==> config.mk <==
export PLATFORM = sky130hd
export DESIGN_NAME = clkdiv_top
export DESIGN_NICKNAME = d
export VERILOG_FILES = /design/src/logic/clkdiv_pkg.sv /design/src/logic/clkdiv_top.sv /design/src/logic/div_core.sv
export SDC_FILE = /design/constraint.sdc
export NUM_CORES = 1
export LEC_CHECK = 0
export ABC_AREA = 1
export BUFFER_PORTS_ARGS = -buffer_cell sky130_fd_sc_hd__buf_2
export CORE_UTILIZATION = 50
export DETAILED_ROUTE_END_ITERATION = 10
export PLACE_DENSITY = 0.73
export SLEW_MARGIN = 40
export SYNTH_ARGS = -nofsm -noshare
export SYNTH_HDL_FRONTEND = slang
export SYNTH_HIERARCHICAL = 1
export SYNTH_SLANG_ARGS = --single-unit
==> constraint.sdc <==
create_clock -name hclk -period 2.9 [get_ports hclk]
set_clock_uncertainty 0.1 [all_clocks]
set_input_delay 0.58 -clock hclk [delete_from_list [all_inputs] [get_ports hclk]]
set_output_delay 0.58 -clock hclk [all_outputs]
set_load 0.03 [all_outputs]
==> src/logic/clkdiv_pkg.sv <==
package clkdiv_pkg;

    localparam int NUM_DIV = 2;
    localparam int IDX_W   = 10;

    // Register indices; byte address is four times the index
    localparam logic [IDX_W-1:0] DIV0_CYC_IDX    = 10'h190;
    localparam logic [IDX_W-1:0] DIV0_CTL_IDX    = 10'h191;
    localparam logic [IDX_W-1:0] DIV0_ROUTE_IDX  = 10'h192;
    localparam logic [IDX_W-1:0] DIV1_CYC_IDX    = 10'h193;
    localparam logic [IDX_W-1:0] DIV1_CTL_IDX    = 10'h194;
    localparam logic [IDX_W-1:0] DIV1_ROUTE_IDX  = 10'h195;
    localparam logic [IDX_W-1:0] STATUS_IDX      = 10'h19F;
    localparam logic [IDX_W-1:0] SRC_SEL_IDX     = 10'h1E1;
    localparam logic [NUM_DIV-1:0][IDX_W-1:0] CYC_IDX   = {DIV1_CYC_IDX, DIV0_CYC_IDX};
    localparam logic [NUM_DIV-1:0][IDX_W-1:0] CTL_IDX   = {DIV1_CTL_IDX, DIV0_CTL_IDX};
    localparam logic [NUM_DIV-1:0][IDX_W-1:0] ROUTE_IDX = {DIV1_ROUTE_IDX, DIV0_ROUTE_IDX};

    // Field positions
    localparam int CYC_LOW_LSB   = 4;
    localparam int CYC_HIGH_LSB  = 0;
    localparam int CTL_BYPASS    = 7;
    localparam int CTL_NOSYNC    = 6;
    localparam int CTL_FORCE     = 5;
    localparam int CTL_START     = 4;
    localparam int CTL_PHASE_LSB = 0;
    localparam int ROUTE_DIRECT  = 1;
    localparam int ROUTE_DUTYOFF = 0;

    // Reset values, channel 1 in the upper element
    localparam logic [NUM_DIV-1:0][7:0] CYC_RST   = {8'hBB, 8'h00};
    localparam logic [NUM_DIV-1:0][7:0] CTL_RST   = {8'h00, 8'h80};
    localparam logic [1:0]              ROUTE_RST = 2'h0;
    localparam logic [1:0]              SRC_RST   = 2'h1;

    // Clock-source select codes
    localparam logic [1:0] SRC_CLKIN = 2'h0;
    localparam logic [1:0] SRC_DIV   = 2'h1;
    localparam logic [1:0] SRC_OSC   = 2'h2;

    localparam logic [1:0] HTRANS_NONSEQ = 2'h2;
    localparam logic       HRESP_OKAY    = 1'b0;

    typedef enum logic [1:0] {
        HOLD_ST  = 2'b00,
        DELAY_ST = 2'b01,
        RUN_ST   = 2'b10
    } div_state_e;

    typedef struct packed {
        logic       bypass;
        logic       nosync;
        logic       force_high;
        logic       start_high;
        logic [3:0] phase;
        logic [3:0] low_cnt;
        logic [3:0] high_cnt;
    } div_cfg_s;

endpackage

==> src/logic/clkdiv_top.sv <==
// Chosen here: register access over AHB-Lite.
`timescale 1ns/10ps
module clkdiv_top #(
    parameter int ADDR_W = 32
) (
    input  wire logic              hclk,
    input  wire logic              hresetn,
    input  wire logic              hsel,
    input  wire logic [ADDR_W-1:0] haddr,
    input  wire logic [1:0]        htrans,
    input  wire logic              hwrite,
    input  wire logic [2:0]        hsize,
    input  wire logic [31:0]       hwdata,
    input  wire logic              hready,
    output logic                   hreadyout,
    output logic                   hresp,
    output logic [31:0]            hrdata,
    input  wire logic              sync_n,
    input  wire logic              osc_in,
    input  wire logic              clk_in,
    output logic                   pair_a_out_first,
    output logic                   pair_a_out_second,
    output logic                   pair_b_out_first,
    output logic                   pair_b_out_second,
    output logic [1:0]             duty_fix_disable
);
    import clkdiv_pkg::*;

    // The range check on haddr needs at least one bit above the index
    if (ADDR_W < IDX_W + 3 || ADDR_W > 32) begin : g_bad_addr_w
        $error("ADDR_W out of range");
    end

    logic [NUM_DIV-1:0][7:0] cyc_ff;
    logic [NUM_DIV-1:0][7:0] ctl_ff;
    logic [NUM_DIV-1:0][1:0] route_ff;
    logic [1:0]              src_sel_ff;
    logic [NUM_DIV-1:0]      pair_ff;
    logic [NUM_DIV-1:0]      div_lvl;
    logic [NUM_DIV-1:0]      div_run;
    logic [1:0]              sync_sh_ff;
    logic [1:0]              osc_sh_ff;
    logic [1:0]              clkin_sh_ff;
    logic                    dp_write_ff;
    logic                    rd_pend_ff;
    logic [IDX_W-1:0]        dp_idx_ff;
    logic                    hreadyout_ff;
    logic [31:0]             hrdata_ff;
    logic [7:0]              rd_div;
    logic [31:0]             nxt_rdata;
    logic [NUM_DIV-1:0]      pair_n_ff;

    // Pins from outside: two flops before anything looks at them
    always_ff @(posedge hclk or negedge hresetn) begin
        if (!hresetn) begin
            sync_sh_ff  <= 2'h3;
            osc_sh_ff   <= 2'h0;
            clkin_sh_ff <= 2'h0;
        end else begin
            sync_sh_ff  <= {sync_sh_ff[0], sync_n};
            osc_sh_ff   <= {osc_sh_ff[0], osc_in};
            clkin_sh_ff <= {clkin_sh_ff[0], clk_in};
        end
    end

    wire sync_active = ~sync_sh_ff[1];
    wire osc_s       = osc_sh_ff[1];
    wire clkin_s     = clkin_sh_ff[1];

    // Bus address phase
    wire              ap_valid = hsel && hready && htrans[1];
    wire              ap_range = (haddr[ADDR_W-1:IDX_W+2] == '0);
    wire [IDX_W-1:0]  ap_idx   = ap_range ? haddr[IDX_W+1:2] : '1;
    wire              wr_en    = dp_write_ff;
    wire [7:0]        wbyte    = hwdata[7:0];

    // Reads take one wait state so the data come from a register and see any write just ended
    always_ff @(posedge hclk or negedge hresetn) begin
        if (!hresetn) begin
            dp_write_ff  <= 1'b0;
            rd_pend_ff   <= 1'b0;
            dp_idx_ff    <= '0;
            hreadyout_ff <= 1'b1;
            hrdata_ff    <= 32'h0000_0000;
        end else begin
            dp_write_ff  <= ap_valid && hwrite;
            rd_pend_ff   <= ap_valid && !hwrite;
            dp_idx_ff    <= ap_valid ? ap_idx : dp_idx_ff;
            hreadyout_ff <= !(ap_valid && !hwrite);
            hrdata_ff    <= rd_pend_ff ? nxt_rdata : hrdata_ff;
        end
    end

    assign hreadyout = hreadyout_ff;
    assign hresp     = HRESP_OKAY;
    assign hrdata    = hrdata_ff;

    logic [NUM_DIV-1:0][7:0] rd_part;

    genvar c;
    generate
        for (c = 0; c < NUM_DIV; c++) begin : g_ch
            div_cfg_s cfg;
            wire      hit_cyc   = (dp_idx_ff == CYC_IDX[c]);
            wire      hit_ctl   = (dp_idx_ff == CTL_IDX[c]);
            wire      hit_route = (dp_idx_ff == ROUTE_IDX[c]);
            wire      direct    = route_ff[c][ROUTE_DIRECT];
            wire      use_osc   = direct && (src_sel_ff == SRC_OSC);
            wire      use_clkin = direct && (src_sel_ff == SRC_CLKIN);
            wire      nxt_pair  = use_osc ? osc_s : (use_clkin ? clkin_s : div_lvl[c]);

            always_ff @(posedge hclk or negedge hresetn) begin
                if (!hresetn) begin
                    cyc_ff[c]   <= CYC_RST[c];
                    ctl_ff[c]   <= CTL_RST[c];
                    route_ff[c] <= ROUTE_RST;
                    pair_ff[c]  <= 1'b0;
                    pair_n_ff[c] <= 1'b1;
                end else begin
                    cyc_ff[c]   <= (wr_en && hit_cyc) ? wbyte : cyc_ff[c];
                    ctl_ff[c]   <= (wr_en && hit_ctl) ? wbyte : ctl_ff[c];
                    route_ff[c] <= (wr_en && hit_route) ? wbyte[1:0] : route_ff[c];
                    pair_ff[c]  <= nxt_pair;
                    pair_n_ff[c] <= ~nxt_pair;
                end
            end

            assign cfg.bypass     = ctl_ff[c][CTL_BYPASS];
            assign cfg.nosync     = ctl_ff[c][CTL_NOSYNC];
            assign cfg.force_high = ctl_ff[c][CTL_FORCE];
            assign cfg.start_high = ctl_ff[c][CTL_START];
            assign cfg.phase      = ctl_ff[c][CTL_PHASE_LSB+:4];
            assign cfg.low_cnt    = cyc_ff[c][CYC_LOW_LSB+:4];
            assign cfg.high_cnt   = cyc_ff[c][CYC_HIGH_LSB+:4];

            div_core u_div (
                .hclk        (hclk),
                .hresetn     (hresetn),
                .cfg         (cfg),
                .sync_active (sync_active),
                .div_out     (div_lvl[c]),
                .running     (div_run[c])
            );

            assign rd_part[c] = (dp_idx_ff == CYC_IDX[c])   ? cyc_ff[c] :
                                (dp_idx_ff == CTL_IDX[c])   ? ctl_ff[c] :
                                (dp_idx_ff == ROUTE_IDX[c]) ? {6'h00, route_ff[c]} : 8'h00;

            route_osc_a: assert property (@(posedge hclk) disable iff (!hresetn)
                (use_osc ##1 use_osc) |-> pair_ff[c] == $past(osc_s)) else $error("oscillator route wrong");

            route_div_a: assert property (@(posedge hclk) disable iff (!hresetn)
                (!direct || src_sel_ff == SRC_DIV) ##1 (!direct || src_sel_ff == SRC_DIV)
                |-> pair_ff[c] == $past(div_lvl[c])) else $error("divider route wrong");
        end
    endgenerate

    always_comb begin
        rd_div = 8'h00;
        for (int i = 0; i < NUM_DIV; i++) begin
            rd_div = rd_div | rd_part[i];
        end
    end

    always_comb begin
        if (dp_idx_ff == SRC_SEL_IDX) begin
            nxt_rdata = {30'h0000_0000, src_sel_ff};
        end else if (dp_idx_ff == STATUS_IDX) begin
            nxt_rdata = {28'h000_0000, div_run, pair_ff};
        end else begin
            nxt_rdata = {24'h00_0000, rd_div};
        end
    end

    always_ff @(posedge hclk or negedge hresetn) begin
        if (!hresetn) begin
            src_sel_ff <= SRC_RST;
        end else begin
            src_sel_ff <= (wr_en && dp_idx_ff == SRC_SEL_IDX) ? wbyte[1:0] : src_sel_ff;
        end
    end

    // Second leg of each pair is the complement of the first, in its own flop so no gate skews it
    assign pair_a_out_first  = pair_ff[0];
    assign pair_a_out_second = pair_n_ff[0];
    assign pair_b_out_first  = pair_ff[1];
    assign pair_b_out_second = pair_n_ff[1];
    assign duty_fix_disable  = {route_ff[1][ROUTE_DUTYOFF], route_ff[0][ROUTE_DUTYOFF]};

    reset_values_a: assert property (@(posedge hclk) disable iff (!hresetn)
        $rose(hresetn) |-> cyc_ff[0] == 8'h00 && cyc_ff[1] == 8'hBB) else $error("cycle field reset wrong");

    reset_bypass_a: assert property (@(posedge hclk) disable iff (!hresetn)
        $rose(hresetn) |-> ctl_ff[0][CTL_BYPASS] && !ctl_ff[1][CTL_BYPASS]) else $error("bypass reset wrong");

    read_wait_a: assert property (@(posedge hclk) disable iff (!hresetn)
        (ap_valid && !hwrite) |=> !hreadyout ##1 hreadyout) else $error("read timing wrong");

endmodule

==> src/logic/div_core.sv <==
`timescale 1ns/10ps
module div_core (
    input  wire logic                hclk,
    input  wire logic                hresetn,
    input  wire clkdiv_pkg::div_cfg_s cfg,
    input  wire logic                sync_active,
    output logic                     div_out,
    output logic                     running
);
    import clkdiv_pkg::*;

    div_state_e state_ff, nxt_state;
    div_cfg_s   shad_ff, nxt_shad;
    logic [3:0] cnt_ff, nxt_cnt;
    logic       out_ff, nxt_out;
    logic [4:0] age_ff;
    logic       toggled_ff;

    wire        held   = sync_active && !cfg.nosync;
    wire        forced = cfg.nosync && !cfg.bypass;
    wire [3:0]  lim    = out_ff ? shad_ff.high_cnt : shad_ff.low_cnt;
    wire        wrap   = (cnt_ff == lim);
    wire [3:0]  dly_end = 4'(shad_ff.phase - 4'h1);

    always_comb begin
        nxt_state = state_ff;
        nxt_cnt   = cnt_ff;
        nxt_out   = out_ff;
        nxt_shad  = shad_ff;
        if (cfg.bypass) begin
            // Stand-in for the raw input clock: one level per input cycle
            nxt_out   = ~out_ff;
            nxt_state = HOLD_ST;
            nxt_cnt   = 4'h0;
            nxt_shad  = cfg;
        end else if (forced) begin
            nxt_out   = cfg.force_high;
            nxt_state = HOLD_ST;
            nxt_cnt   = 4'h0;
            nxt_shad  = cfg;
        end else if (held) begin
            nxt_out   = cfg.start_high;
            nxt_state = HOLD_ST;
            nxt_cnt   = 4'h0;
            nxt_shad  = cfg;
        end else begin
            case (state_ff)
                HOLD_ST: begin
                    // Fields are taken here and in the bypass, forced and held branches, never in DELAY_ST or RUN_ST, so synced dividers stay aligned
                    nxt_shad  = cfg;
                    nxt_out   = cfg.start_high;
                    nxt_cnt   = 4'h0;
                    nxt_state = (cfg.phase == 4'h0) ? RUN_ST : DELAY_ST;
                end
                DELAY_ST: begin
                    if (cnt_ff == dly_end) begin
                        nxt_state = RUN_ST;
                        nxt_cnt   = 4'h0;
                    end else begin
                        nxt_cnt = 4'(cnt_ff + 4'h1);
                    end
                end
                RUN_ST: begin
                    if (wrap) begin
                        nxt_out = ~out_ff;
                        nxt_cnt = 4'h0;
                    end else begin
                        nxt_cnt = 4'(cnt_ff + 4'h1);
                    end
                end
                default: begin
                    nxt_state = HOLD_ST;
                end
            endcase
        end
    end

    always_ff @(posedge hclk or negedge hresetn) begin
        if (!hresetn) begin
            state_ff <= HOLD_ST;
            cnt_ff   <= 4'h0;
            out_ff   <= 1'b0;
            shad_ff  <= '0;
        end else begin
            state_ff <= nxt_state;
            cnt_ff   <= nxt_cnt;
            out_ff   <= nxt_out;
            shad_ff  <= nxt_shad;
        end
    end

    assign div_out = out_ff;
    assign running = (state_ff == RUN_ST);

    // Level age and run history, read only by the checks below
    always_ff @(posedge hclk or negedge hresetn) begin
        if (!hresetn) begin
            age_ff     <= 5'h0;
            toggled_ff <= 1'b0;
        end else begin
            age_ff     <= (nxt_out != out_ff) ? 5'h0 : ((age_ff == 5'h1F) ? age_ff : 5'(age_ff + 5'h1));
            toggled_ff <= (state_ff == RUN_ST) && !cfg.bypass && !forced && !held && (toggled_ff || wrap);
        end
    end

    low_time_a: assert property (@(posedge hclk) disable iff (!hresetn)
        (state_ff == RUN_ST && toggled_ff && !cfg.bypass && !forced && !held && !out_ff && wrap)
        |-> age_ff == {1'b0, shad_ff.low_cnt}) else $error("low phase length wrong");

    high_time_a: assert property (@(posedge hclk) disable iff (!hresetn)
        (state_ff == RUN_ST && toggled_ff && !cfg.bypass && !forced && !held && out_ff && wrap)
        |-> age_ff == {1'b0, shad_ff.high_cnt}) else $error("high phase length wrong");

    bypass_pass_a: assert property (@(posedge hclk) disable iff (!hresetn)
        cfg.bypass ##1 cfg.bypass |-> div_out != $past(div_out)) else $error("bypass output not following input");

    force_level_a: assert property (@(posedge hclk) disable iff (!hresetn)
        (cfg.nosync && !cfg.bypass) |=> div_out == $past(cfg.force_high)) else $error("forced level wrong");

    bypass_wins_a: assert property (@(posedge hclk) disable iff (!hresetn)
        (cfg.bypass && cfg.nosync) ##1 cfg.bypass |-> $changed(div_out)) else $error("force acted in bypass");

    sync_hold_a: assert property (@(posedge hclk) disable iff (!hresetn)
        (held && !cfg.bypass) |=> div_out == $past(cfg.start_high) && state_ff == HOLD_ST)
        else $error("sync did not hold divider");

    delay_hold_a: assert property (@(posedge hclk) disable iff (!hresetn)
        (state_ff == DELAY_ST) |-> div_out == shad_ff.start_high) else $error("delay level not start level");

endmodule

# Word level (Yosys, flattened, before mapping)
# Index checks and enable logic that the tools add are counted.
# Widths: inputs -> output; s select.
[classes]
bitwise_logic = 6
add_sub_neg = 4
n_eq_ne = 23
n_mux = 57
reduce_logical = 41
[op_table]
columns = ["operator", "n"]
rows = [
  ["$mux 12", 8],
  ["$eq 10x9->1 const B", 8],
  ["$mux 4", 12],
  ["$mux 8", 5],
  ["$mux 32", 1],
  ["$mux 2", 12],
  ["$pmux 4 s3", 2],
  ["$logic_not 20->1", 1],
  ["$logic_and 1x1->1", 19],
  ["$eq 4x4->1", 4],
  ["$mux 1", 12],
  ["$pmux 2 s3", 2],
  ["$reduce_bool 6->1", 2],
  ["$mux 10", 1],
  ["$ne 5x2->1 const B", 2],
  ["$ne 5x5->1 const B", 2],
  ["$reduce_bool 5->1", 2],
  ["$add 4x1->4 const B", 2],
  ["$logic_not 4->1", 2],
  ["$ne 4x4->1 const B", 2],
  ["$or 8x8->8", 1],
  ["$reduce_and 2->1", 4],
  ["$reduce_bool 4->1", 2],
  ["$sub 4x1->4 const B", 2],
  ["other kinds (6)", 21],
]
[totals]
wordCells = 162
inputBits = 77
regBits = 131

# Logic depth before layout (Yosys ltp)
[depth]
depth_word = 7
mapped_depth = 12

# By module
# Netlist, hierarchy kept.
[modules_own_cells]
columns = ["mod", "instances", "area_per_inst_um2", "cells_each"]
rows = [
  ["clkdiv_top", 1, 3484.6, 389],
  ["div_core (g_ch[1].u_div)", 1, 1258.7, 190],
  ["div_core (g_ch[0].u_div)", 1, 1244.9, 175],
]

# Worst setup path before layout
# OpenSTA, ideal clock, no wires.
[synth_timing]
path_type = "register to register"
from = "register sync_sh_ff[1]"
to = "register g_ch[1].u_div/shad_ff[1] in the netlist's numbering"
period_less_slack_ps = 1581
n_path_buf = 1
t_required_ps = 2684
path_slack_ps = 1319
arrival_ps = 1365
setup_ps = 116
stages_incl_launch_ff = 9
path_cell_list = "dfstp_2 inv_1 nand2_1 nand2_2 nor3_4 inv_2 buf_6 nand2_1 nand2_1"
[synth_between]
elab_chain_cells = 5
elab_cells_between_ends = 6
[synth_lines]
columns = ["element", "line_no", "source"]
rows = [
  ["start, declared", "clkdiv_top.sv:41", "logic [1:0] sync_sh_ff;"],
  ["start signal, assigned", "clkdiv_top.sv:60", "sync_sh_ff <= {sync_sh_ff[0], sync_n};"],
  ["$not 1->1 *", "clkdiv_top.sv:66", "wire sync_active = ~sync_sh_ff[1];"],
  ["net sync_active", "clkdiv_top.sv:66", ""],
  ["$logic_and 1x1->1 *", "div_core.sv:19", "wire held = sync_active && !cfg.nosync;"],
  ["$mux 12", "div_core.sv:41", "end else if (held) begin"],
  ["$mux 12", "div_core.sv:36", "end else if (forced) begin"],
  ["$mux 12", "div_core.sv:30", "if (cfg.bypass) begin"],
  ["end signal, assigned", "div_core.sv:88", "shad_ff <= nxt_shad;"],
  ["end, declared", "div_core.sv:13", "div_cfg_s shad_ff, nxt_shad;"],
]
# Mark *: on every way through the listed nets, which the timed path passes. The rest lies on a longest branch.
# A chain may end at the register's enable or synchronous reset.

# Final worst setup path
[layout_timing]
from = "register ctl_ff[15] in the netlist's numbering"
to = "register g_ch[1].u_div/shad_ff[0] in the netlist's numbering"
[layout_between]
elab_chain_cells = 4
elab_cells_between_ends = 5
[layout_lines]
columns = ["element", "line_no", "source"]
rows = [
  ["start, declared", "clkdiv_top.sv:35", "logic [NUM_DIV-1:0][7:0] ctl_ff;"],
  ["start signal, assigned by index", "clkdiv_top.sv:115", "ctl_ff[c] <= CTL_RST[c];"],
  ["start signal, assigned by index", "clkdiv_top.sv:121", "ctl_ff[c] <= (wr_en && hit_ctl) ? wbyte : ctl_ff[c];"],
  ["$logic_not 1->1", "div_core.sv:20", "wire forced = cfg.nosync && !cfg.bypass;"],
  ["$logic_and 1x1->1", "div_core.sv:20", ""],
  ["$mux 12", "div_core.sv:36", ""],
  ["$mux 12", "div_core.sv:30", ""],
]
# Several ways; a longest one is shown, not always the timed one.

==> impl_metrics.ini <==
[layout]
stdcell_area_um2 = 6620
final_common_cell = nand2_1
fill_cells = 1000
fin_util = 0.572
n_antenna_cell = 0
drive_above_1_share = 0.204
mostFrequentLayoutCells = nand2_1 (262), dfrtp_1 (94), inv_1 (74)
nets = 905
area_growth_pct = 10.6

[sta]
finalCritPeriodShare = 0.662
setup_viol = 0
rsz0062_at_grt = no
tns_ps = 0
max_slew_margin = 0.521
fmax_mhz = 521
final-hold-violation-count = 0
worst_slack_ps = 981
worstMarginPinSlew_ps = 716
fin_crit_ps = 1920
maxSlewViolCount = 0

[power_and_ir_drop]
p_sw_w = 0.000699
p_int_w = 0.00213
pwr-share-seq = 0.530
comb_power_share = 0.047
switching_share = 0.247
p_leak_nw = 3.52
pwr-share-clk = 0.422
irDropWorstVdd_uv = 329
p_per_area_nw_per_um2 = 428

[placed_design]
place_congestion = 0.887
pre_cts_ws_ps = 1020
placed_cell_area_um2 = 6330
dpl.hpwl_mm = 9.84
numPortBuffers = 61

[global_route]
grt_max_degree = 64
grt_usage = 0.225
grt_pass1_wl_mm = 22.3
grt_pass1_vias = 4812
antenna_found_initial = 0
grt_remaining_overflow = 0

[floorplan]
die_area_um2 = 12400
initial_core_util = 0.518
die_h_um = 111
die_w_um = 111
io_pins = 117
std_cell_rows = 39
core_um2 = 11600

[clock_tree]
cts_tree = done
cts_hold_repair.buffers = 0
cts_sinks = 107
htree_levels = 3
cts_post_setup_buffers_inserted = 0
cts_buffers = 9
clock_path_buffers = 2
clk_latency_ps = 350
ctsResizeCount = 0
cts-root-buf = clkbuf_16
cts.clk_slew.worst_paths_ps = 70

[setup_path]
timing.critical_path.from = ctl_ff[15]$_DFFE_PN0P_
rr_worst_depth = 7
start_kind = flip-flop
r2r-start = ctl_ff[15]$_DFFE_PN0P_
cp.required_ps = 3040
crit_fanout = 18
end_kind = flip-flop
cp.arrival_ps = 2060
critPathKind = reg2reg

[synthesis]
synth_cell_types = 38
syn_area_um2 = 5990
synthCells = 754
async_flop_share = 1.00
seq_area_frac_synth = 0.450
ys_warn_count = 6
synth_top_area_cell = dfrtp_1
ys.flop_type = dfrtp_1
synth_top_area_frac = 0.393
synth-edff-count = 0
yosys-top-cells-area = dfrtp_1 (39%), nand2_1 (16%), dfstp_2 (5.7%), o21ai_2 (5.6%), nand3_1 (4.7%)
yosys_register_bits = 107
synth_area_per_cell_um2 = 7.94

[route]
drt-initial-drc-count = 366
vias = 4997
ant_nets = 0
wl_per_cell_um = 13.4
drc_errors = 14
wl_mm = 12.9
first_pass_iters = 8
avgViaCountPerCell = 5.17

[run_status]
violations = DRC
outcome = finished with violations

[run]
cap_violations = 0

[min_path]
hold_path_class = in2async
## critical path, cell delays in order (launching register included)
cell	delay, ps
dfrtp_1	500
inv_1	170
nand2_1	100
nand2_2	110
nor3_4	350
inv_2	260
nand2_1	150
o21ai_2	60
## state kept, by name, indices dropped and copies added, names as in the netlist, 2 cells and up
signal,count
g_ch.u_div/shad_ff,24
cyc_ff,16
osc_sh_ff,2
g_ch.direct,2
g_ch.u_div/cnt_ff,8
dp_idx_ff,10
hrdata,8
g_ch.u_div/state_ff,4
clkin_sh_ff,2
g_ch.u_div/div_out,2
duty_fix_disable,2
ctl_ff,16
sync_sh_ff,2
src_sel_ff,2
## per-layer routing
layer / track usage / share of wire / vias up / wire length, um
met5: 0 / 0 / - / 0
met2: 0.373 / 0.47 / 196 / 6030
met3: 0.0419 / 0.066 / 23 / 854
li1: - / - / 2492 / -
met1: 0.292 / 0.44 / 2286 / 5750
met4: 0.0919 / 0.022 / 0 / 288
## final cells by class
type	instances	area [um2]	area share
Clock inverter	7	68.8	0.0104
Multi-Input combinational cell	556	2810	0.425
Timing Repair Buffer	62	328	0.0495
Inverter	82	313	0.0473
Sequential cell	107	2690	0.407
Clock buffer	9	225	0.0340
Tap cell	143	179	0.0270
## final timing paths
kind,to,slack (ps)
setup / recovery,g_ch[1].u_div/shad_ff[0]$_DFFE_PN0P_,980
hold / removal,g_ch[1].u_div/shad_ff[8]$_DFFE_PN0P_,120
setup reg to reg,g_ch[1].u_div/shad_ff[0]$_DFFE_PN0P_,980
hold reg to reg,clkin_sh_ff[1]$_DFF_PN0_,250
max in group asynchronous,cyc_ff[13]$_DFFE_PN1P_,1820
min in group hclk,sync_sh_ff[0]$_DFF_PN1_,220
## power groups by stage
stage                     registers [W]   logic, W  clock network [W]
after floorplan                 0.00153  0.0000899                  0
after global placement          0.00153   0.000135                  0
after detailed placement        0.00153   0.000137                  0
after CTS                       0.00150   0.000137            0.00123
after global routing            0.00150   0.000149            0.00129
final                           0.00150   0.000134            0.00120
## logic make-up after synthesis
family,synth area share
other,0.000626
multiplexers,0.0113
AND/OR/NAND/NOR,0.322
AO/OA/AOI/OAI,0.0942
buffers and inverters,0.0955
adder cells (fa/ha/maj),0.0209
XOR/XNOR,0.00585
flip-flops,0.450
## stage by stage
stage	hold WS (ps)	std cells	power (W)
6_report	119	966	0.00283
3_3_place_gp	235	950	0.00166
2_1_floorplan	184	778	0.00162
4_1_cts	139	966	0.00286
3_5_place_dp	239	950	0.00167
5_1_grt	176	966	0.00294
## cells in the mapped netlist, types with 2 or more instances
cell type and number:
xor2_1 3, buf_6 5, ha_1 10, mux2_2 6
o21ai_0 15, buf_4 26, nor3_1 5, nand2_1 262
nor2_8 4, nand4_1 14, dfstp_2 13, nand3_1 56
a22oi_1 10, nor3_4 2, a21oi_1 4, nand2_2 7
nand2_4 5, inv_2 6, dfrtp_1 94, nor2_2 4
o21ai_1 6, inv_1 74, nand3_2 2, o21ai_2 38
nor2_1 70
Power figures use the tool's default switching activity.
